--- config.mk ---
export PLATFORM = sky130hd
export DESIGN_NAME = watchdog_timer
export DESIGN_NICKNAME = d
export VERILOG_FILES = /design/src/verilog/wdt_pkg.sv /design/src/verilog/tick_if.sv /design/src/verilog/wdt_tick_gen.sv /design/src/verilog/watchdog_timer.sv
export SDC_FILE = /design/constraint.sdc
export NUM_CORES = 1
export LEC_CHECK = 0
export ABC_AREA = 1
export BUFFER_PORTS_ARGS = -buffer_cell sky130_fd_sc_hd__clkbuf_2
export CAP_MARGIN = 0
export CORE_UTILIZATION = 55
export DETAILED_ROUTE_END_ITERATION = 7
export GPL_TIMING_DRIVEN = 0
export PLACE_DENSITY_LB_ADDON = 0.15
export SLEW_MARGIN = 20
export SYNTH_ARGS = -nofsm -noshare
export SYNTH_HDL_FRONTEND = slang
export SYNTH_SLANG_ARGS = --single-unit
--- constraint.sdc ---
create_clock -name ref_clk -period 3.8 [get_ports ref_clk]
set_clock_uncertainty 0.05 [all_clocks]
set_input_delay 0.57 -clock ref_clk [delete_from_list [all_inputs] [get_ports ref_clk]]
set_output_delay 0.57 -clock ref_clk [all_outputs]
set_load 0.05 [all_outputs]
--- src/verilog/wdt_pkg.sv ---
// Shared constants for the watchdog timer: register map, fields, reset values and timing
package wdt_pkg;

    // ------------------------------------------------------------------
    // Register offsets (byte addresses on APB)
    // ------------------------------------------------------------------
    localparam logic [7:0] CTRL_OFS    = 8'h00;   // watchdog_control_reg
    localparam logic [7:0] STATUS_OFS  = 8'h04;   // Status flags, read only
    localparam logic [7:0] COUNT_OFS   = 8'h08;   // Live millisecond count, read only

    // ------------------------------------------------------------------
    // Field positions
    // ------------------------------------------------------------------
    localparam int SW_EN_BIT     = 0;             // sw_wdt_enable in control
    localparam int PERIOD_LSB    = 1;             // wdt_period_select low bit
    localparam int PERIOD_W      = 5;             // wdt_period_select width
    localparam int EXPIRED_BIT   = 0;             // wdt_expired_flag_n in status
    localparam int SLEPT_BIT     = 1;             // sleep_entered_flag_n in status
    localparam int ACTIVE_BIT    = 2;             // Watchdog currently active
    localparam int HOLD_BIT      = 3;             // Held cleared until start-up timer ends

    // ------------------------------------------------------------------
    // Reset values and top period code
    // ------------------------------------------------------------------
    localparam logic [4:0] PERIOD_RST = 5'h0b;    // 2048 ms, nominal two seconds
    localparam logic       SW_EN_RST  = 1'b0;     // Software enable off
    localparam logic [4:0] PERIOD_MAX = 5'h12;    // 2^18 ms, nominal 256 seconds

    // ------------------------------------------------------------------
    // Mode and clock-source encodings
    // ------------------------------------------------------------------
    localparam logic [1:0] MODE_ON     = 2'h3;    // Always active
    localparam logic [1:0] MODE_AWAKE  = 2'h2;    // Active only while awake
    localparam logic [1:0] MODE_SW     = 2'h1;    // Follows sw_wdt_enable
    localparam logic [1:0] MODE_OFF    = 2'h0;    // Disabled

    localparam logic [2:0] CLK_LP      = 3'h0;    // low_power_crystal_mode
    localparam logic [2:0] CLK_XT      = 3'h1;    // crystal_osc_mode
    localparam logic [2:0] CLK_HS      = 3'h2;    // high_speed_crystal_mode
    localparam logic [2:0] CLK_EXTERNAL_RC_MODE   = 3'h3;    // external_rc_mode
    localparam logic [2:0] CLK_INTERNAL_OSC_MODE  = 3'h4;    // internal_osc_mode
    localparam logic [2:0] CLK_EXTERNAL_CLOCK_INPUT  = 3'h5;    // external_clock_input
    localparam logic [2:0] CLK_SECOSC  = 3'h6;    // secondary_osc_mode

    // ------------------------------------------------------------------
    // Timing
    // ------------------------------------------------------------------
    localparam int LF_OSC_HZ   = 31000;           // low_freq_internal_osc rate
    localparam int BASE_US     = 1000;            // Nominal base interval, 1 ms
    localparam int TICK_DIV    = (LF_OSC_HZ * BASE_US + 999999) / 1000000; // Osc edges per ms
    localparam int DIV_W       = 5;               // Prescaler width
    localparam int CNT_W       = 19;              // Millisecond counter width

endpackage : wdt_pkg

--- src/verilog/tick_if.sv ---
// Carrier between the watchdog core and its 1 ms base tick generator
`timescale 1ns/1ns
interface tick_if;
    logic clear;   // Restart the prescaler
    logic tick;    // One-cycle base tick
    modport gen  (input clear, output tick);
    modport user (output clear, input tick);
endinterface : tick_if

--- src/verilog/wdt_tick_gen.sv ---
// Base tick generator: divides low-frequency oscillator edges into 1 ms ticks
`timescale 1ns/1ns
module wdt_tick_gen
    import wdt_pkg::*;
(
    // Clock and reset
    input  wire logic ref_clk,
    input  wire logic rst,
    // Oscillator level, sampled on ref_clk
    input  wire logic lf_osc,
    // Tick carrier
    tick_if.gen       tk
);
    import wdt_pkg::*;

    logic             lf_prev_reg;   // Previous oscillator level
    logic             lf_prev_next;
    logic [DIV_W-1:0] div_reg;       // Oscillator edge count in this interval
    logic [DIV_W-1:0] div_next;
    logic             tick_reg;      // Registered tick
    logic             tick_next;
    logic             lf_rise;       // Rising edge of oscillator

    localparam logic [DIV_W-1:0] DIV_LAST = DIV_W'(TICK_DIV - 1);

    // ------------------------------------------------------------------
    // Prescaler next state
    // ------------------------------------------------------------------
    always_comb begin
        lf_rise      = lf_osc & ~lf_prev_reg;
        lf_prev_next = lf_osc;
        div_next     = div_reg;
        tick_next    = 1'b0;
        if (tk.clear) begin
            // Restart so the first interval after a clear is a full one
            div_next = '0;
        end else if (lf_rise) begin
            if (div_reg == DIV_LAST) begin
                div_next  = '0;
                tick_next = 1'b1;
            end else begin
                div_next = div_reg + 1'b1;
            end
        end
    end

    // Registers
    always_ff @(posedge ref_clk or posedge rst) begin
        if (rst) begin
            lf_prev_reg <= 1'b0;
            div_reg     <= '0;
            tick_reg    <= 1'b0;
        end else begin
            lf_prev_reg <= lf_prev_next;
            div_reg     <= div_next;
            tick_reg    <= tick_next;
        end
    end

    assign tk.tick = tick_reg;

    a_tick_spacing: assert property (@(posedge ref_clk) disable iff (rst)
        tk.tick |-> (div_reg == '0) && ($past(div_reg) == DIV_LAST)
                    && $past(lf_rise) && !$past(tk.clear))
        else $error("base tick not on the last oscillator edge");

endmodule : wdt_tick_gen

--- src/verilog/watchdog_timer.sv ---
// Watchdog timer top: APB registers, mode decode, counter, clearing, time-out actions
//
// Contract
// - Count 1 ms ticks of low-frequency oscillator
// - Two-bit mode: on, awake-only, software, off
// - Software mode follows enable bit only
// - Period selectable 1 ms to 256 s
// - Period resets to two-second encoding
// - Clear on reset, instruction, sleep, fail, disable
// - Crystal wake holds clear until start-up ends
// - Counting restarts from zero in sleep
// - Sleep time-out wakes, never resets
// - Time-out drives active-low expired flag low
// - Oscillator divider change leaves counter alone
`timescale 1ns/1ns
module watchdog_timer
    import wdt_pkg::*;
(
    // Clock and reset
    input  wire logic        ref_clk,
    input  wire logic        rst,
    // APB slave
    input  wire logic        psel,
    input  wire logic        penable,
    input  wire logic        pwrite,
    input  wire logic [7:0]  paddr,
    input  wire logic [31:0] pwdata,
    output logic [31:0]      prdata,
    output logic             pready,
    output logic             pslverr,
    // Oscillator and configuration
    input  wire logic        lf_osc,
    input  wire logic [1:0]  wdt_mode_cfg,
    input  wire logic [2:0]  sys_clk_src,
    // Core events
    input  wire logic        sleep_mode,
    input  wire logic        clear_watchdog_instr,
    input  wire logic        osc_fail,
    input  wire logic        ost_done,
    // Outputs to the core
    output logic             wdt_reset,
    output logic             wdt_wake
);
    import wdt_pkg::*;

    // ------------------------------------------------------------------
    // Declarations
    // ------------------------------------------------------------------
    logic                sw_en_reg;         // sw_wdt_enable
    logic                sw_en_next;
    logic [PERIOD_W-1:0] period_reg;        // wdt_period_select
    logic [PERIOD_W-1:0] period_next;
    logic                to_n_reg;          // wdt_expired_flag_n
    logic                to_n_next;
    logic                pd_n_reg;          // sleep_entered_flag_n
    logic                pd_n_next;
    logic [CNT_W-1:0]    cnt_reg;           // Elapsed milliseconds
    logic [CNT_W-1:0]    cnt_next;
    logic                sleep_prev_reg;    // Sleep level one cycle ago
    logic                sleep_prev_next;
    logic                hold_reg;          // Waiting for start-up timer
    logic                hold_next;
    logic                reset_reg;         // Reset pulse to core
    logic                reset_next;
    logic                wake_reg;          // Wake pulse to core
    logic                wake_next;
    logic [31:0]         prdata_reg;        // Read data
    logic [31:0]         prdata_next;
    logic                pready_reg;        // Access completes
    logic                pready_next;
    logic                pslverr_reg;       // Unmapped address
    logic                pslverr_next;

    logic                active;            // Watchdog counting permitted
    logic                sleep_rise;        // Sleep entry
    logic                sleep_fall;        // Wake from sleep
    logic                clr_cnt;           // Counter clear this cycle
    logic                timeout;           // Period reached on this tick
    logic                bus_wr;            // Completing write
    logic                bus_rd;            // Read in its wait-state cycle, data out next
    logic                mapped;            // Address decodes to a register

    tick_if tk ();

    // ------------------------------------------------------------------
    // Helpers
    // ------------------------------------------------------------------
    // Last count value for a period code; codes above the top clamp to 256 s
    function automatic logic [CNT_W-1:0] period_last(input logic [PERIOD_W-1:0] sel);
        logic [PERIOD_W-1:0] s;
        s = (sel > PERIOD_MAX) ? PERIOD_MAX : sel;
        return (CNT_W'(1) << s) - CNT_W'(1);
    endfunction : period_last

    // Crystal sources need the start-up timer after wake
    function automatic logic is_crystal(input logic [2:0] src);
        return (src == CLK_XT) || (src == CLK_HS) || (src == CLK_LP);
    endfunction : is_crystal

    // ------------------------------------------------------------------
    // Base tick
    // ------------------------------------------------------------------
    wdt_tick_gen u_tick (
        .ref_clk (ref_clk),
        .rst     (rst),
        .lf_osc  (lf_osc),
        .tk      (tk.gen)
    );

    // ------------------------------------------------------------------
    // Mode decode and clear sources
    // ------------------------------------------------------------------
    always_comb begin
        unique case (wdt_mode_cfg)
            MODE_ON:    active = 1'b1;
            MODE_AWAKE: active = ~sleep_mode;
            MODE_SW:    active = sw_en_reg;
            MODE_OFF:   active = 1'b0;
        endcase
        sleep_rise = sleep_mode & ~sleep_prev_reg;
        sleep_fall = ~sleep_mode & sleep_prev_reg;
        // No divider input exists here, so divider changes cannot clear it
        clr_cnt    = ~active | clear_watchdog_instr | sleep_rise
                   | sleep_fall | osc_fail | hold_reg;
        timeout    = tk.tick & ~clr_cnt & (cnt_reg == period_last(period_reg));
    end

    assign tk.clear = clr_cnt;

    // ------------------------------------------------------------------
    // Counter, hold and time-out actions
    // ------------------------------------------------------------------
    always_comb begin
        cnt_next        = cnt_reg;
        hold_next       = hold_reg;
        sleep_prev_next = sleep_mode;
        reset_next      = 1'b0;
        wake_next       = 1'b0;
        // Crystal wake keeps the counter cleared until start-up completes
        if (sleep_fall && is_crystal(sys_clk_src)) begin
            hold_next = 1'b1;
        end else if (ost_done) begin
            hold_next = 1'b0;
        end
        if (clr_cnt || timeout) begin
            cnt_next = '0;
        end else if (tk.tick) begin
            cnt_next = cnt_reg + 1'b1;
        end
        if (timeout) begin
            if (sleep_mode) begin
                wake_next = 1'b1;
            end else begin
                reset_next = 1'b1;
            end
        end
    end

    // ------------------------------------------------------------------
    // Status flags: hardware events win over the restoring instruction
    // ------------------------------------------------------------------
    always_comb begin
        to_n_next = to_n_reg;
        pd_n_next = pd_n_reg;
        if (clear_watchdog_instr) begin
            to_n_next = 1'b1;
            pd_n_next = 1'b1;
        end
        if (sleep_rise) begin
            pd_n_next = 1'b0;
        end
        if (timeout) begin
            to_n_next = 1'b0;
        end
    end

    // ------------------------------------------------------------------
    // APB slave: one wait state, then pready with data
    // ------------------------------------------------------------------
    always_comb begin
        mapped       = (paddr == CTRL_OFS) || (paddr == STATUS_OFS) || (paddr == COUNT_OFS);
        bus_wr       = psel & penable & pready_reg & pwrite;
        bus_rd       = psel & penable & ~pready_reg & ~pwrite;
        pready_next  = psel & penable & ~pready_reg;
        pslverr_next = psel & penable & ~pready_reg & ~mapped;
        prdata_next  = pready_next ? 32'h0000_0000 : prdata_reg;
        sw_en_next   = sw_en_reg;
        period_next  = period_reg;
        if (bus_rd) begin
            unique case (paddr)
                CTRL_OFS: begin
                    prdata_next[SW_EN_BIT]                     = sw_en_reg;
                    prdata_next[PERIOD_LSB +: PERIOD_W]        = period_reg;
                end
                STATUS_OFS: begin
                    prdata_next[EXPIRED_BIT]                   = to_n_reg;
                    prdata_next[SLEPT_BIT]                     = pd_n_reg;
                    prdata_next[ACTIVE_BIT]                    = active;
                    prdata_next[HOLD_BIT]                      = hold_reg;
                end
                COUNT_OFS: begin
                    prdata_next[CNT_W-1:0]                     = cnt_reg;
                end
                default: begin
                    prdata_next = 32'h0000_0000;
                end
            endcase
        end
        // Writes land on the completing edge only; status and count ignore writes
        if (bus_wr && (paddr == CTRL_OFS)) begin
            sw_en_next  = pwdata[SW_EN_BIT];
            period_next = pwdata[PERIOD_LSB +: PERIOD_W];
        end
    end

    // ------------------------------------------------------------------
    // Registers
    // ------------------------------------------------------------------
    always_ff @(posedge ref_clk or posedge rst) begin
        if (rst) begin
            sw_en_reg      <= SW_EN_RST;
            period_reg     <= PERIOD_RST;
            to_n_reg       <= 1'b1;
            pd_n_reg       <= 1'b1;
            cnt_reg        <= '0;
            sleep_prev_reg <= 1'b0;
            hold_reg       <= 1'b0;
            reset_reg      <= 1'b0;
            wake_reg       <= 1'b0;
            prdata_reg     <= 32'h0000_0000;
            pready_reg     <= 1'b0;
            pslverr_reg    <= 1'b0;
        end else begin
            sw_en_reg      <= sw_en_next;
            period_reg     <= period_next;
            to_n_reg       <= to_n_next;
            pd_n_reg       <= pd_n_next;
            cnt_reg        <= cnt_next;
            sleep_prev_reg <= sleep_prev_next;
            hold_reg       <= hold_next;
            reset_reg      <= reset_next;
            wake_reg       <= wake_next;
            prdata_reg     <= prdata_next;
            pready_reg     <= pready_next;
            pslverr_reg    <= pslverr_next;
        end
    end

    assign prdata    = prdata_reg;
    assign pready    = pready_reg;
    assign pslverr   = pslverr_reg;
    assign wdt_reset = reset_reg;
    assign wdt_wake  = wake_reg;

    // ------------------------------------------------------------------
    // Assertions
    // ------------------------------------------------------------------
    a_period_reset: assert property (@(posedge ref_clk) disable iff (rst)
        $past(rst) |-> period_reg == PERIOD_RST)
        else $error("period not at two-second code after reset");

    a_sw_mode_sleep: assert property (@(posedge ref_clk) disable iff (rst)
        (wdt_mode_cfg == MODE_SW) |-> active == sw_en_reg)
        else $error("software mode active does not follow enable");

    a_awake_mode: assert property (@(posedge ref_clk) disable iff (rst)
        (wdt_mode_cfg == MODE_AWAKE) && sleep_mode |-> !active)
        else $error("awake-only mode active in sleep");

    a_clear_instr: assert property (@(posedge ref_clk) disable iff (rst)
        clear_watchdog_instr || osc_fail || !active |=> cnt_reg == '0)
        else $error("counter not cleared");

    a_sleep_restart: assert property (@(posedge ref_clk) disable iff (rst)
        $rose(sleep_mode) |=> cnt_reg == '0 ##1 (cnt_reg <= 19'h1))
        else $error("counter did not restart at sleep entry");

    a_ost_hold: assert property (@(posedge ref_clk) disable iff (rst)
        $fell(sleep_mode) && is_crystal(sys_clk_src) && !ost_done
        |=> hold_reg ##1 cnt_reg == '0)
        else $error("counter not held after crystal wake");

    a_sleep_wake: assert property (@(posedge ref_clk) disable iff (rst)
        timeout && sleep_mode |=> wdt_wake && !wdt_reset)
        else $error("sleep time-out did not wake cleanly");

    a_awake_reset: assert property (@(posedge ref_clk) disable iff (rst)
        timeout && !sleep_mode |=> wdt_reset && !wdt_wake)
        else $error("awake time-out did not reset");

    a_expired_flag: assert property (@(posedge ref_clk) disable iff (rst)
        timeout |=> !to_n_reg)
        else $error("expired flag not driven low");

    a_sleep_flag: assert property (@(posedge ref_clk) disable iff (rst)
        $rose(sleep_mode) |=> !pd_n_reg)
        else $error("sleep flag not driven low");

    a_period_span: assert property (@(posedge ref_clk) disable iff (rst)
        timeout |-> cnt_reg == period_last(period_reg) && cnt_reg <= 19'h3ffff)
        else $error("time-out outside selected period");

endmodule : watchdog_timer

* Word level (Yosys, flattened, before mapping)
Index checks and enable logic that the tools add are counted.
** Operators by class
- Magnitude comparators :: 1
- Shifts and indexed selects :: 1
- Divide/modulo/power cells :: 0
- Add/subtract/negate cells :: 3
- Muxes and demuxes :: 25
- Reductions and logical operators :: 18
- Bitwise logic cells :: 24
- Equality and inequality tests :: 9
- $mul :: 0
** Operator list (number)
- 32-bit two-way mux :: 2
- 19-bit two-way mux :: 2
- 13-bit case mux with 2 select lines :: 1
- 5-bit two-way mux :: 4
- 19-bit by 1-bit adder with 19-bit output, second input constant :: 1
- 19-bit equality test :: 1
- 1-bit by 5-bit << shifter with 19-bit output, first input constant :: 1
- 19-bit by 2-bit subtractor with 19-bit output, second input constant :: 1
- 13-bit two-way mux :: 1
- 1-bit two-way mux :: 12
- 4-bit case mux with 3 select lines :: 1
- 2-bit nonzero test :: 6
- 1-bit AND :: 11
- 8-bit by 3-bit equality test with 1-bit output, second input constant :: 1
- 8-bit by 4-bit equality test with 1-bit output, second input constant :: 1
- 8-bit logical NOT :: 1
- 1-bit inverter :: 8
- 2-bit case mux with 3 select lines :: 1
- 5-bit by 1-bit adder with 5-bit output, second input constant :: 1
- 5-bit equality test, second input constant :: 1
- 5-bit greater-than comparator, second input constant :: 1
- 1-bit logical OR :: 5
- 1-bit bitwise OR :: 5
- 2-bit equality test, second input constant :: 2
- other kinds (9) :: 10
** Storage, ports and cells
- Memory bits (writable) :: 0
- Memories :: 0
- Bits in latches :: 0
- Bits in registers :: 72
- Bits of input ports :: 55
- Output and inout bits :: 36
- Bits in read-only memories :: 0
- Word-level logic and storage cells :: 97

* Depth between registers and ports, before layout
Gate-level depths: netlist of the first run.
- Depth in word-level cells :: 13
- Depth in mapped cells :: 21
- Gate-level depth less buffers :: 19

* By module
Synthesis of the first run repeated with hierarchy kept, for this count alone.
** Unflattened totals
- Cell total of the unflattened synthesis :: 603
- Area, all modules :: 4375.4 um2
** By module, submodules not included
- watchdog_timer :: cells each 555, area each 3978.8 um2, times used 1, sequential area each 1632.8 um2
- wdt_tick_gen :: cells each 48, area each 396.6 um2, times used 1, sequential area each 175.2 um2

* Worst setup path before layout of the first run
OpenSTA, ideal clock, no wires.
- Path type :: register -> register
- From :: register period_reg[0]
- To :: register cnt_reg[6]
- Slack :: 1.134 ns
- Period minus slack after synthesis :: 2.666 ns
- Cell stages (with the launch flop) :: 18
- Data required time :: 3.621 ns
- Data arrival time :: 2.487 ns
- Path through :: dfstp_2 > buf_2 > nand2_1 > nand2_1 > nand2_1 > nand4_1 > ha_1 > nand2_1 > nor2_2 > nand2_1 > or2_1 > nand2_1 > o21ai_1 > nor2_1 > nand4_2 > nand2_2 > buf_6 > nor2_1
** Between the ends
- Cells in the longest elaborated chain, start to end :: 8
** Ends and longest elaborated chain
- from (decl) :: line watchdog_timer.sv:51 : logic [PERIOD_W-1:0] period_reg;
- from (signal assigned) :: line watchdog_timer.sv:235 : period_reg <= period_next;
- 5-bit greater-than comparator :: line watchdog_timer.sv:91 : s = (sel > PERIOD_MAX) ? PERIOD_MAX : sel;
- 5-bit two-way mux * :: line watchdog_timer.sv:91
- 1-bit by 5-bit << shifter with 19-bit output * :: line watchdog_timer.sv:92 : return (CNT_W'(1) << s) - CNT_W'(1);
- 19-bit by 2-bit subtractor with 19-bit output * :: line watchdog_timer.sv:92
- 19-bit equality test * :: line watchdog_timer.sv:125 : timeout = tk.tick & ~clr_cnt & (cnt_reg == period_last(period_reg));
- 1-bit AND * :: line watchdog_timer.sv:125
- 1-bit logical OR * :: line watchdog_timer.sv:145 : if (clr_cnt || timeout) begin
- 19-bit two-way mux / 2-bit nonzero test (equally long branches)
- to (signal assigned) :: line watchdog_timer.sv:238 : cnt_reg <= cnt_next;
- to (decl) :: line watchdog_timer.sv:57 : logic [CNT_W-1:0] cnt_reg;
Mark *: on every way between the ends. The rest lies on a longest branch, timed or not.
A chain may end at the register's enable or synchronous reset.

* Final worst setup path of the first run
Ends and elaborated chain as after synthesis.

==> results.txt, run 1 <==
----------------------------------------------------
[Yosys]
  Number of synthesized flops with an enable pin ... 0
  Summed instance area of the synthesized netlist ... 4080 µm²
  Main flop type after synthesis ... dfrtp_1
  Fraction of synthesis flops using an asynchronous set or reset pin ... 1.00
  Portion of the post-synthesis area used by sequential elements ... 0.443
  Synth warn ... 0
  Number of instances in the synthesized netlist ... 534
  Syn Area/Cell ... 7.65 µm²
  Number of different library cells in the post-synthesis netlist ... 40
  Number of flip-flops and latches in the synthesized netlist ... 72
  Post-synth net total ... 593

[Flow run]
  Number of max-cap violations ... 0

[Clock tree]
  Number of instances resized during post-cts repair ... 0
  Maximum count of clock buffers along a single path ... 2
  Clk root buf ... clkbuf_8
  CTS tree ... yes
  Cts bufs inserted ... 9
  Clock slew at the register clock pins of the worst setup and hold paths ... 0.08 ns
  Postcts setup bufs ... 0
  Clock H-tree levels ... 3
  Clk sinks ... 72
  Number of hold buffers added after cts ... 0
  Clock latency on the worst-skew pair ... 0.36 ns

[STA]
  Max Transition Viols Final ... 0
  Total negative setup slack ... 0 ns
  Transition time at the pin with the least slew margin ... 0.804 ns
  Achievable frequency ... 287 MHz
  Hold Violations, Final ... 0
  Final critical delay including setup and external delays ... 3.49 ns
  Final setup violating endpoints ... 0
  Setup repair after global routing missed its margin ... no
  Relative max-transition margin ... 0.459
  Share of the cycle needed by the critical path after routing ... 0.918

[Die]
  Boundary pin count ... 91
  Die footprint ... 7770 µm²
  Core box area ... 7210 µm²
  Chip Height ... 88.2 µm
  Initial standard-cell utilization of the core ... 0.566
  Die W ... 88.2 µm
  Number of cell rows ... 31

[Worst setup path]
  Critical path capture point type ... flop
  Crit path arrival time ... 3.68 ns
  Crit-path cells ... buf_2 -> nand2_1 -> nand2_1 -> nand2_1 -> nand4_1 -> ha_1 -> nand2_1 -> nor2_2 -> nand2_1 -> or2_1 -> nand2_1 -> o21ai_1 -> nor2_1 -> nand4_2 -> nand2_2 -> buf_6 -> nor2_1
  Cell type group with the largest total delay on the critical path ... simple AND/OR/NAND/NOR gates
  Data required time at the worst endpoint ... 3.99 ns
  Crit start category ... flop
  Internal reg-to-reg setup slack ... 0.31 ns
  Worst Setup Path Type ... flop to flop
  Biggest cell delay along the critical path ... 0.51 ns
  Count of buffering cells on the critical path with inverters included ... 2
  Cell repeated most along the worst path ... nand2_1
  Maximum net fanout on the critical path ... 10
  Worst-path cell with the longest stage delay ... dfstp_2

[Min path]
  Classification of the worst-slack hold path ... input pin to async pin

[Placed design]
  Port bufs ... 64
  Sum of net half-perimeters after detailed placement ... 8.06 mm
  Routability-driven placement congestion ratio ... 0.935

[Pwr]
  Total power after layout ... 0.00158 W
  Pwr Density ... 329 nW/µm²
  Leakage power ... 2.32 nW
  Worst IR Drop VDD ... 273 µV
  Combinational power share ... 0.042
  Part of the total power dissipated in the clock network ... 0.467
  Switching component of the power ... 0.000346 W
  Switching portion of total power ... 0.219
  Proportion of power drawn by flip-flops and latches ... 0.491
  Cell-internal power ... 0.00123 W

[Finish]
  Number of filler cells placed in the layout ... 637
  Number of antenna cells inserted ... 0
  Final net count ... 669
  Synth-to-Final Area Change ... 17.4%
  Fraction of final layout cells with drive strength greater than 1 ... 0.169
  Flip-flop count of the largest register after layout ... 32
  Most common library cell in the layout ignoring fill and taps ... nand2_1
  Highest-count cells in the layout ignoring fill and taps ... 103 x nand2_1, 78 x nor2_1, 69 x inv_1

[Route]
  Final WL ... 10.8 mm
  Routed vias ... 3948
  Number of nets still failing antenna checks after routing ... 0
  DRC marker count from the first detailed-route iteration ... 283
  TritonRoute pass-1 iters ... 5
  Average vias per placed instance ... 5.53
  # DRC ... 0
  Average routed wire per standard cell ... 15.2 µm

[Global routing]
  Largest net degree at the start of global routing ... 61
  GRT Overall Usage ... 0.309
  Final global-route overflow total ... 0
  Wire length of the first global-routing pass ... 17.9 mm
  Vias in the first global route ... 3718
  Antenna violations before repair ... 0

[Run status]
  Outcome ... finished, final reports clean

----------------------------------------------------
## per-layer routing
layer  vias up  track usage  routed length, µm  part of all wire
met1      1846        0.390               4620              0.43
li1       1903            -                  -                 -
met3        34       0.0716                608             0.056
met4         0        0.101                328             0.030
met2       165        0.527               5280              0.49
met5         -            0                  0                 0
## path summary, 6_finish.rpt
| path | cells after the start | end | startpoint |
|---|---|---|---|
| worst max-delay path | 17 | cnt_reg[6] | period_reg[0] |
| worst min-delay path | 2 | cnt_reg[5] | rst |
| worst max register to register | 17 | cnt_reg[6] | period_reg[0] |
| worst min register to register | 2 | prdata[15] | prdata[15] |
| max in group asynchronous | 3 | period_reg[3] | rst |
| min in group ref_clk | 1 | u_tick.lf_prev_reg | lf_osc |
## synth_stat cells, types with 2 or more instances
cell type  instances  area [µm²]
a21oi_1           11        55.1
a221oi_1           3        26.3
a22o_1             2        17.5
a31oi_1            2        12.5
a32o_1             5        50.1
and3_1             2        12.5
buf_2              4        20.0
buf_4              2        15.0
buf_6              3        33.8
clkbuf_1          10        37.5
dfrtp_1           67        1680
dfstp_2            5         131
ha_1               4        50.1
inv_1             70         263
inv_2              2        7.51
nand2_1          103         387
nand3_1           44         220
nand4_1           26         163
nor2_1            78         293
nor2_2             3        18.8
nor3_1            10        50.1
nor3b_1            3        22.5
nor4_1             6        37.5
o21ai_0           28         140
o22ai_1            3        18.8
xor2_1            24         210
## per-stage QoR
stage                     worst slack (ns)   util  hold WS (ns)  instances  cell area [µm²]
after floorplan                       1.13      -         0.445        534             4080
after CTS                            0.402  0.665        0.0510        714             4790
after global routing                 0.165  0.665        0.0552        714             4790
after detailed placement             0.438  0.632         0.424        698             4560
after global placement               0.512  0.627         0.419        697             4530
final                                0.310  0.665        0.0522        714             4790
## final cells by class
| cell class | instances | area [µm²] | area share |
|---|---|---|---|
| buffer | 19 | 106 | 0.0222 |
| clock buffer | 11 | 131 | 0.0274 |
| clock inverter | 5 | 106 | 0.0222 |
| inverter | 72 | 273 | 0.0569 |
| multi-input combinational | 371 | 1900 | 0.396 |
| sequential | 72 | 1810 | 0.377 |
| tap | 99 | 124 | 0.0258 |
| timing repair buffer | 65 | 348 | 0.0725 |
## logic make-up after synthesis
family,after synthesis,share of synthesized area
simple gates,280,0.305
mux,1,0.00276
compound gates,61,0.0913
flops,72,0.443
xor+xnor,25,0.0536
buf+inv,91,0.0922
fa+ha+maj,4,0.0123
## power by group through the flow
stage / logic (W) / registers [W] / clock network [W]
6_report: 0.0000662 / 0.000774 / 0.000736
5_1_grt: 0.0000747 / 0.000774 / 0.000777
4_1_cts: 0.0000673 / 0.000774 / 0.000740
3_5_place_dp: 0.0000668 / 0.000789 / 0
3_3_place_gp: 0.0000610 / 0.000788 / 0
2_1_floorplan: 0.0000317 / 0.000792 / 0
No activity file was read; power rests on OpenSTA's default activity.
==> run 2, diff against run 1 <==
Settings changed: MAX_ROUTING_LAYER set to met4.
==> run 2 against run 1 <==
Against the previous run: worst hold slack improved by 0.044 ns; cell count did not move; die area did not move; via count rose by 1.4%; count of clock-buffer cells in the layout fell by 1; non-clock buffer count did not move; worst setup slack improved by 0.035 ns; first-iteration DRC count rose by 6.7%; clock power fell by 12%; largest cell class unchanged; largest power group unchanged.
==> results.txt, run 2 (synthesis gave the netlist of run 1 again) <==
----------------------------------------------------
[Worst setup path]
  Maximum net fanout on the critical path ... 10
  Internal reg-to-reg setup slack ... 0.34 ns
  Crit start category ... flop
  Worst Setup Path Type ... flop to flop
  Crit path arrival time ... 3.63 ns
  Critical path capture point type ... flop
  Data required time at the worst endpoint ... 3.98 ns

[STA]
  Share of the cycle needed by the critical path after routing ... 0.909
  Achievable frequency ... 289 MHz
  Relative max-transition margin ... 0.462
  Total negative setup slack ... 0 ns
  Max Transition Viols Final ... 0
  Final critical delay including setup and external delays ... 3.46 ns
  Setup repair after global routing missed its margin ... no
  Transition time at the pin with the least slew margin ... 0.800 ns
  Hold Violations, Final ... 0
  Final setup violating endpoints ... 0

[Clock tree]
  Clock latency on the worst-skew pair ... 0.36 ns
  Clk root buf ... clkbuf_8
  Postcts setup bufs ... 0
  Clk sinks ... 72
  Cts bufs inserted ... 9
  Number of hold buffers added after cts ... 0
  CTS tree ... yes
  Clock H-tree levels ... 3
  Maximum count of clock buffers along a single path ... 2
  Clock slew at the register clock pins of the worst setup and hold paths ... 0.09 ns
  Number of instances resized during post-cts repair ... 0

[Pwr]
  Combinational power share ... 0.045
  Cell-internal power ... 0.00112 W
  Pwr Density ... 312 nW/µm²
  Proportion of power drawn by flip-flops and latches ... 0.520
  Leakage power ... 2.31 nW
  Part of the total power dissipated in the clock network ... 0.435
  Switching portion of total power ... 0.245
  Worst IR Drop VDD ... 290 µV
  Switching component of the power ... 0.000365 W

[Die]
  Chip Height ... 88.2 µm
  Core box area ... 7210 µm²
  Boundary pin count ... 91
  Initial standard-cell utilization of the core ... 0.566
  Die W ... 88.2 µm
  Die footprint ... 7770 µm²
  Number of cell rows ... 31

[Global routing]
  Final global-route overflow total ... 0
  Largest net degree at the start of global routing ... 52
  Vias in the first global route ... 3750
  Antenna violations before repair ... 0
  GRT Overall Usage ... 0.321
  Wire length of the first global-routing pass ... 18.1 mm

[Route]
  Routed vias ... 4004
  DRC marker count from the first detailed-route iteration ... 302
  TritonRoute pass-1 iters ... 5
  Number of nets still failing antenna checks after routing ... 0
  Average routed wire per standard cell ... 15.4 µm
  Average vias per placed instance ... 5.61
  Final WL ... 11.0 mm
  # DRC ... 0

[Flow run]
  Number of max-cap violations ... 0

[Placed design]
  Routability-driven placement congestion ratio ... 0.953
  Sum of net half-perimeters after detailed placement ... 8.22 mm
  Port bufs ... 64

[Finish]
  Final net count ... 669
  Flip-flop count of the largest register after layout ... 32
  Highest-count cells in the layout ignoring fill and taps ... 103 x nand2_1, 78 x nor2_1, 69 x inv_1
  Fraction of final layout cells with drive strength greater than 1 ... 0.172
  Number of filler cells placed in the layout ... 645
  Most common library cell in the layout ignoring fill and taps ... nand2_1
  Synth-to-Final Area Change ... 16.8%
  Core occupancy in the finished layout ... 0.661
  Number of antenna cells inserted ... 0

[Min path]
  Classification of the worst-slack hold path ... input pin to async pin

[Run status]
  Outcome ... finished, final reports clean

----------------------------------------------------
run 2: area by class of cell:
| type | count | area [µm²] | area share |
|---|---|---|---|
| multi-input cells | 371 | 1900 | 0.398 |
| flip-flops and latches | 72 | 1810 | 0.379 |
| inverters | 72 | 273 | 0.0572 |
| well taps | 99 | 124 | 0.0260 |
| clock buffers | 10 | 138 | 0.0289 |
| plain buffers | 19 | 106 | 0.0223 |
| clock inverters | 6 | 75.1 | 0.0157 |
| repair buffers | 65 | 348 | 0.0729 |
run 2: worst max-delay path, stage by stage, from the launching register on:
cell     delay (ns)
dfstp_2        0.52
buf_2          0.24
nand2_1        0.08
nand2_1        0.07
nand2_1        0.20
nand4_1        0.20
ha_1           0.28
nand2_1        0.15
nor2_2         0.23
nand2_1        0.10
or2_1          0.23
nand2_1        0.09
o21ai_1        0.07
nor2_1         0.18
nand4_2        0.23
nand2_2        0.21
buf_6          0.16
nor2_1         0.05
run 2: power groups by stage:
stage / Combinational (W) / Clock (W) / Sequential (W)
after floorplan: 0.0000317 / 0 / 0.000792
after global placement: 0.0000608 / 0 / 0.000788
after detailed placement: 0.0000673 / 0 / 0.000789
after CTS: 0.0000680 / 0.000652 / 0.000774
after global routing: 0.0000756 / 0.000689 / 0.000774
final: 0.0000670 / 0.000646 / 0.000774
run 2: path summary, 6_finish.rpt:
path | startpoint | endpoint | cells past startpoint
max in group asynchronous | rst | period_reg[1] | 3
max reg2reg | period_reg[0] | cnt_reg[6] | 17
min reg2reg | prdata[12] | prdata[12] | 2
min | rst | prdata[28] | 2
min in group ref_clk | lf_osc | u_tick.lf_prev_reg | 1
max | period_reg[0] | cnt_reg[6] | 17
run 2: layer usage:
metal / share of wire / wire [µm] / GRT usage / up-vias
li1: - / - / - / 1904
met1: 0.42 / 4620 / 0.386 / 1908
met2: 0.50 / 5480 / 0.537 / 171
met3: 0.062 / 683 / 0.0566 / 21
met4: 0.020 / 221 / 0.126 / 0
met5: 0 / 0 / - / -
run 2: through the flow:
stage	hold slack, ns	worst slack, ns	power (W)	std cells	instance area [µm²]
2_1_floorplan	0.445	1.13	0.000824	534	4080
3_3_place_gp	0.419	0.510	0.000849	697	4530
3_5_place_dp	0.432	0.450	0.000856	698	4560
4_1_cts	0.0997	0.434	0.00149	714	4770
5_1_grt	0.121	0.157	0.00154	714	4770
6_report	0.0964	0.345	0.00149	714	4770
==> run 3, diff against run 2 <==
--- a/config.mk
+++ b/config.mk
@@ -8,5 +8,4 @@
 export ABC_AREA = 1
 export BUFFER_PORTS_ARGS = -buffer_cell sky130_fd_sc_hd__clkbuf_2
-export CAP_MARGIN = 0
 export CORE_UTILIZATION = 55
 export DETAILED_ROUTE_END_ITERATION = 7
@@ -14,4 +13,5 @@
 export MAX_ROUTING_LAYER = met4
 export PLACE_DENSITY_LB_ADDON = 0.15
+export SKIP_CTS_REPAIR_TIMING = 1
 export SLEW_MARGIN = 20
 export SYNTH_ARGS = -nofsm -noshare
==> constraint.sdc (replaced) <==
create_clock -name ref_clk -period 3.8 [get_ports ref_clk]
set_clock_uncertainty 0.05 [all_clocks]
set_input_delay 0.38 -clock ref_clk [delete_from_list [all_inputs] [get_ports ref_clk]]
set_output_delay 0.38 -clock ref_clk [all_outputs]
set_load 0.05 [all_outputs]
==> run 3 against run 2 <==
Against the previous run: critical path depth unchanged; global-route usage unchanged; sequential power about the same; via count down 0.42%; critical endpoint unchanged; largest cell class unchanged; largest power group unchanged.
==> results.txt, run 3 (synthesis gave the netlist of run 1 again) <==
----------------------------------------------------
[Route]
  # DRC ... 0
  Average vias per placed instance ... 5.58
  DRC marker count from the first detailed-route iteration ... 333
  Average routed wire per standard cell ... 15.5 µm
  Number of nets still failing antenna checks after routing ... 0
  Routed vias ... 3987
  Final WL ... 11.1 mm
  TritonRoute pass-1 iters ... 6

[Finish]
  Number of antenna cells inserted ... 0
  Synth-to-Final Area Change ... 17.1%
  Fraction of final layout cells with drive strength greater than 1 ... 0.172
  Highest-count cells in the layout ignoring fill and taps ... 103 x nand2_1, 78 x nor2_1, 69 x inv_1
  Flip-flop count of the largest register after layout ... 32
  Number of filler cells placed in the layout ... 644
  Most common library cell in the layout ignoring fill and taps ... nand2_1
  Total non-filler cell area in the finished layout ... 4780 µm²
  Final net count ... 670

[Placed design]
  Setup WS pre-CTS ... 0.450 ns
  Routability-driven placement congestion ratio ... 0.953
  Sum of net half-perimeters after detailed placement ... 8.22 mm
  Placed cell area ... 4560 µm²
  Port bufs ... 64

[Pwr]
  Part of the total power dissipated in the clock network ... 0.434
  Pwr Density ... 311 nW/µm²
  Switching portion of total power ... 0.245
  Cell-internal power ... 0.00112 W
  Switching component of the power ... 0.000364 W
  Worst IR Drop VDD ... 289 µV
  Leakage power ... 2.31 nW
  Combinational power share ... 0.046
  Proportion of power drawn by flip-flops and latches ... 0.520

[Worst setup path]
  Worst-path cell with the longest stage delay ... dfstp_2
  Count of buffering cells on the critical path with inverters included ... 2
  Critical path capture point type ... flop
  Cell repeated most along the worst path ... nand2_1
  Data required time at the worst endpoint ... 3.98 ns
  Maximum net fanout on the critical path ... 10
  Crit-path cells ... buf_2 -> nand2_1 -> nand2_1 -> nand2_1 -> nand4_1 -> ha_1 -> nand2_1 -> nor2_2 -> nand2_1 -> or2_1 -> nand2_1 -> o21ai_1 -> nor2_1 -> nand4_2 -> nand2_2 -> buf_6 -> nor2_1
  Biggest cell delay along the critical path ... 0.52 ns
  Worst Setup Path Type ... flop to flop
  Crit path arrival time ... 3.66 ns
  Crit start category ... flop
  Cell type group with the largest total delay on the critical path ... simple AND/OR/NAND/NOR gates

[Global routing]
  Final global-route overflow total ... 0
  GRT Overall Usage ... 0.321
  Antenna violations before repair ... 0
  Largest net degree at the start of global routing ... 52
  Vias in the first global route ... 3750
  Wire length of the first global-routing pass ... 18.1 mm

[STA]
  Total negative setup slack ... 0 ns
  Final setup violating endpoints ... 0
  Transition time at the pin with the least slew margin ... 0.755 ns
  Max Transition Viols Final ... 0
  Worst hold slack across all endpoints ... 0.108 ns
  Share of the cycle needed by the critical path after routing ... 0.916
  Hold Violations, Final ... 0
  Worst setup slack after layout ... 0.320 ns
  Relative max-transition margin ... 0.492
  Achievable frequency ... 287 MHz
  Final critical delay including setup and external delays ... 3.48 ns
  Setup repair after global routing missed its margin ... no

[Flow run]
  Number of max-cap violations ... 0

[Die]
  Chip Height ... 88.2 µm
  Core box area ... 7210 µm²
  Die W ... 88.2 µm
  Boundary pin count ... 91
  Initial standard-cell utilization of the core ... 0.566
  Number of cell rows ... 31
  Die footprint ... 7770 µm²

[Clock tree]
  CTS tree ... yes
  Cts bufs inserted ... 9
  Clock slew at the register clock pins of the worst setup and hold paths ... 0.08 ns
  Maximum count of clock buffers along a single path ... 2
  Clk sinks ... 72
  Clock latency on the worst-skew pair ... 0.35 ns
  Clock H-tree levels ... 3
  Clk root buf ... clkbuf_8

[Run status]
  Outcome ... finished, final reports clean

[Min path]
  Classification of the worst-slack hold path ... input pin to flop

----------------------------------------------------
-- run 3: cell types whose count changed in the layout (fill, tap and decap cells not counted), sizes merged --
cell,previous run,this run
dlygate4sd3,0,1
-- run 3: metal layers --
layer,track usage,part of all wire,up-vias
li1,-,-,1907
met1,0.386,0.42,1891
met2,0.537,0.50,171
met3,0.0566,0.063,18
met4,0.126,0.019,0
met5,-,0,-
-- run 3: final timing paths --
| path | startpoint | depth (start not counted) | slack, ns | to |
|---|---|---|---|---|
| min in group asynchronous | rst | 3 | 0.47 | prdata[28] |
| max in group asynchronous | rst | 4 | 2.63 | period_reg[3] |
| worst min register to register | prdata[12] | 2 | 0.45 | prdata[12] |
| worst min-delay path | lf_osc | 1 | 0.11 | u_tick.lf_prev_reg |
| worst max-delay path | period_reg[0] | 17 | 0.32 | cnt_reg[6] |
| worst max register to register | period_reg[0] | 17 | 0.32 | cnt_reg[6] |
-- run 3: through the flow --
step / power, W / std cells / utilization
6_report: 0.00149 / 715 / 0.663
5_1_grt: 0.00154 / 715 / 0.663
4_1_cts: 0.00149 / 714 / 0.661
3_5_place_dp: 0.000856 / 698 / 0.632
3_3_place_gp: 0.000849 / 697 / 0.627
2_1_floorplan: 0.000824 / 534 / -
-- run 3: layout make-up --
class	instances	area, µm²	share of cell area
Tap cell	99	124	0.0259
Inverter	72	273	0.0571
Buffer	19	106	0.0223
Timing Repair Buffer	66	358	0.0749
Multi-Input combinational cell	371	1900	0.397
Clock buffer	10	138	0.0288
Sequential cell	72	1810	0.378
Clock inverter	6	75.1	0.0157
-- run 3: power by group through the flow --
| stage | Sequential, W | Combinational, W | Clock, W |
|---|---|---|---|
| after floorplan | 0.000792 | 0.0000317 | 0 |
| after global placement | 0.000788 | 0.0000608 | 0 |
| after detailed placement | 0.000789 | 0.0000673 | 0 |
| after CTS | 0.000774 | 0.0000680 | 0.000652 |
| after global routing | 0.000774 | 0.0000765 | 0.000689 |
| final | 0.000774 | 0.0000680 | 0.000646 |
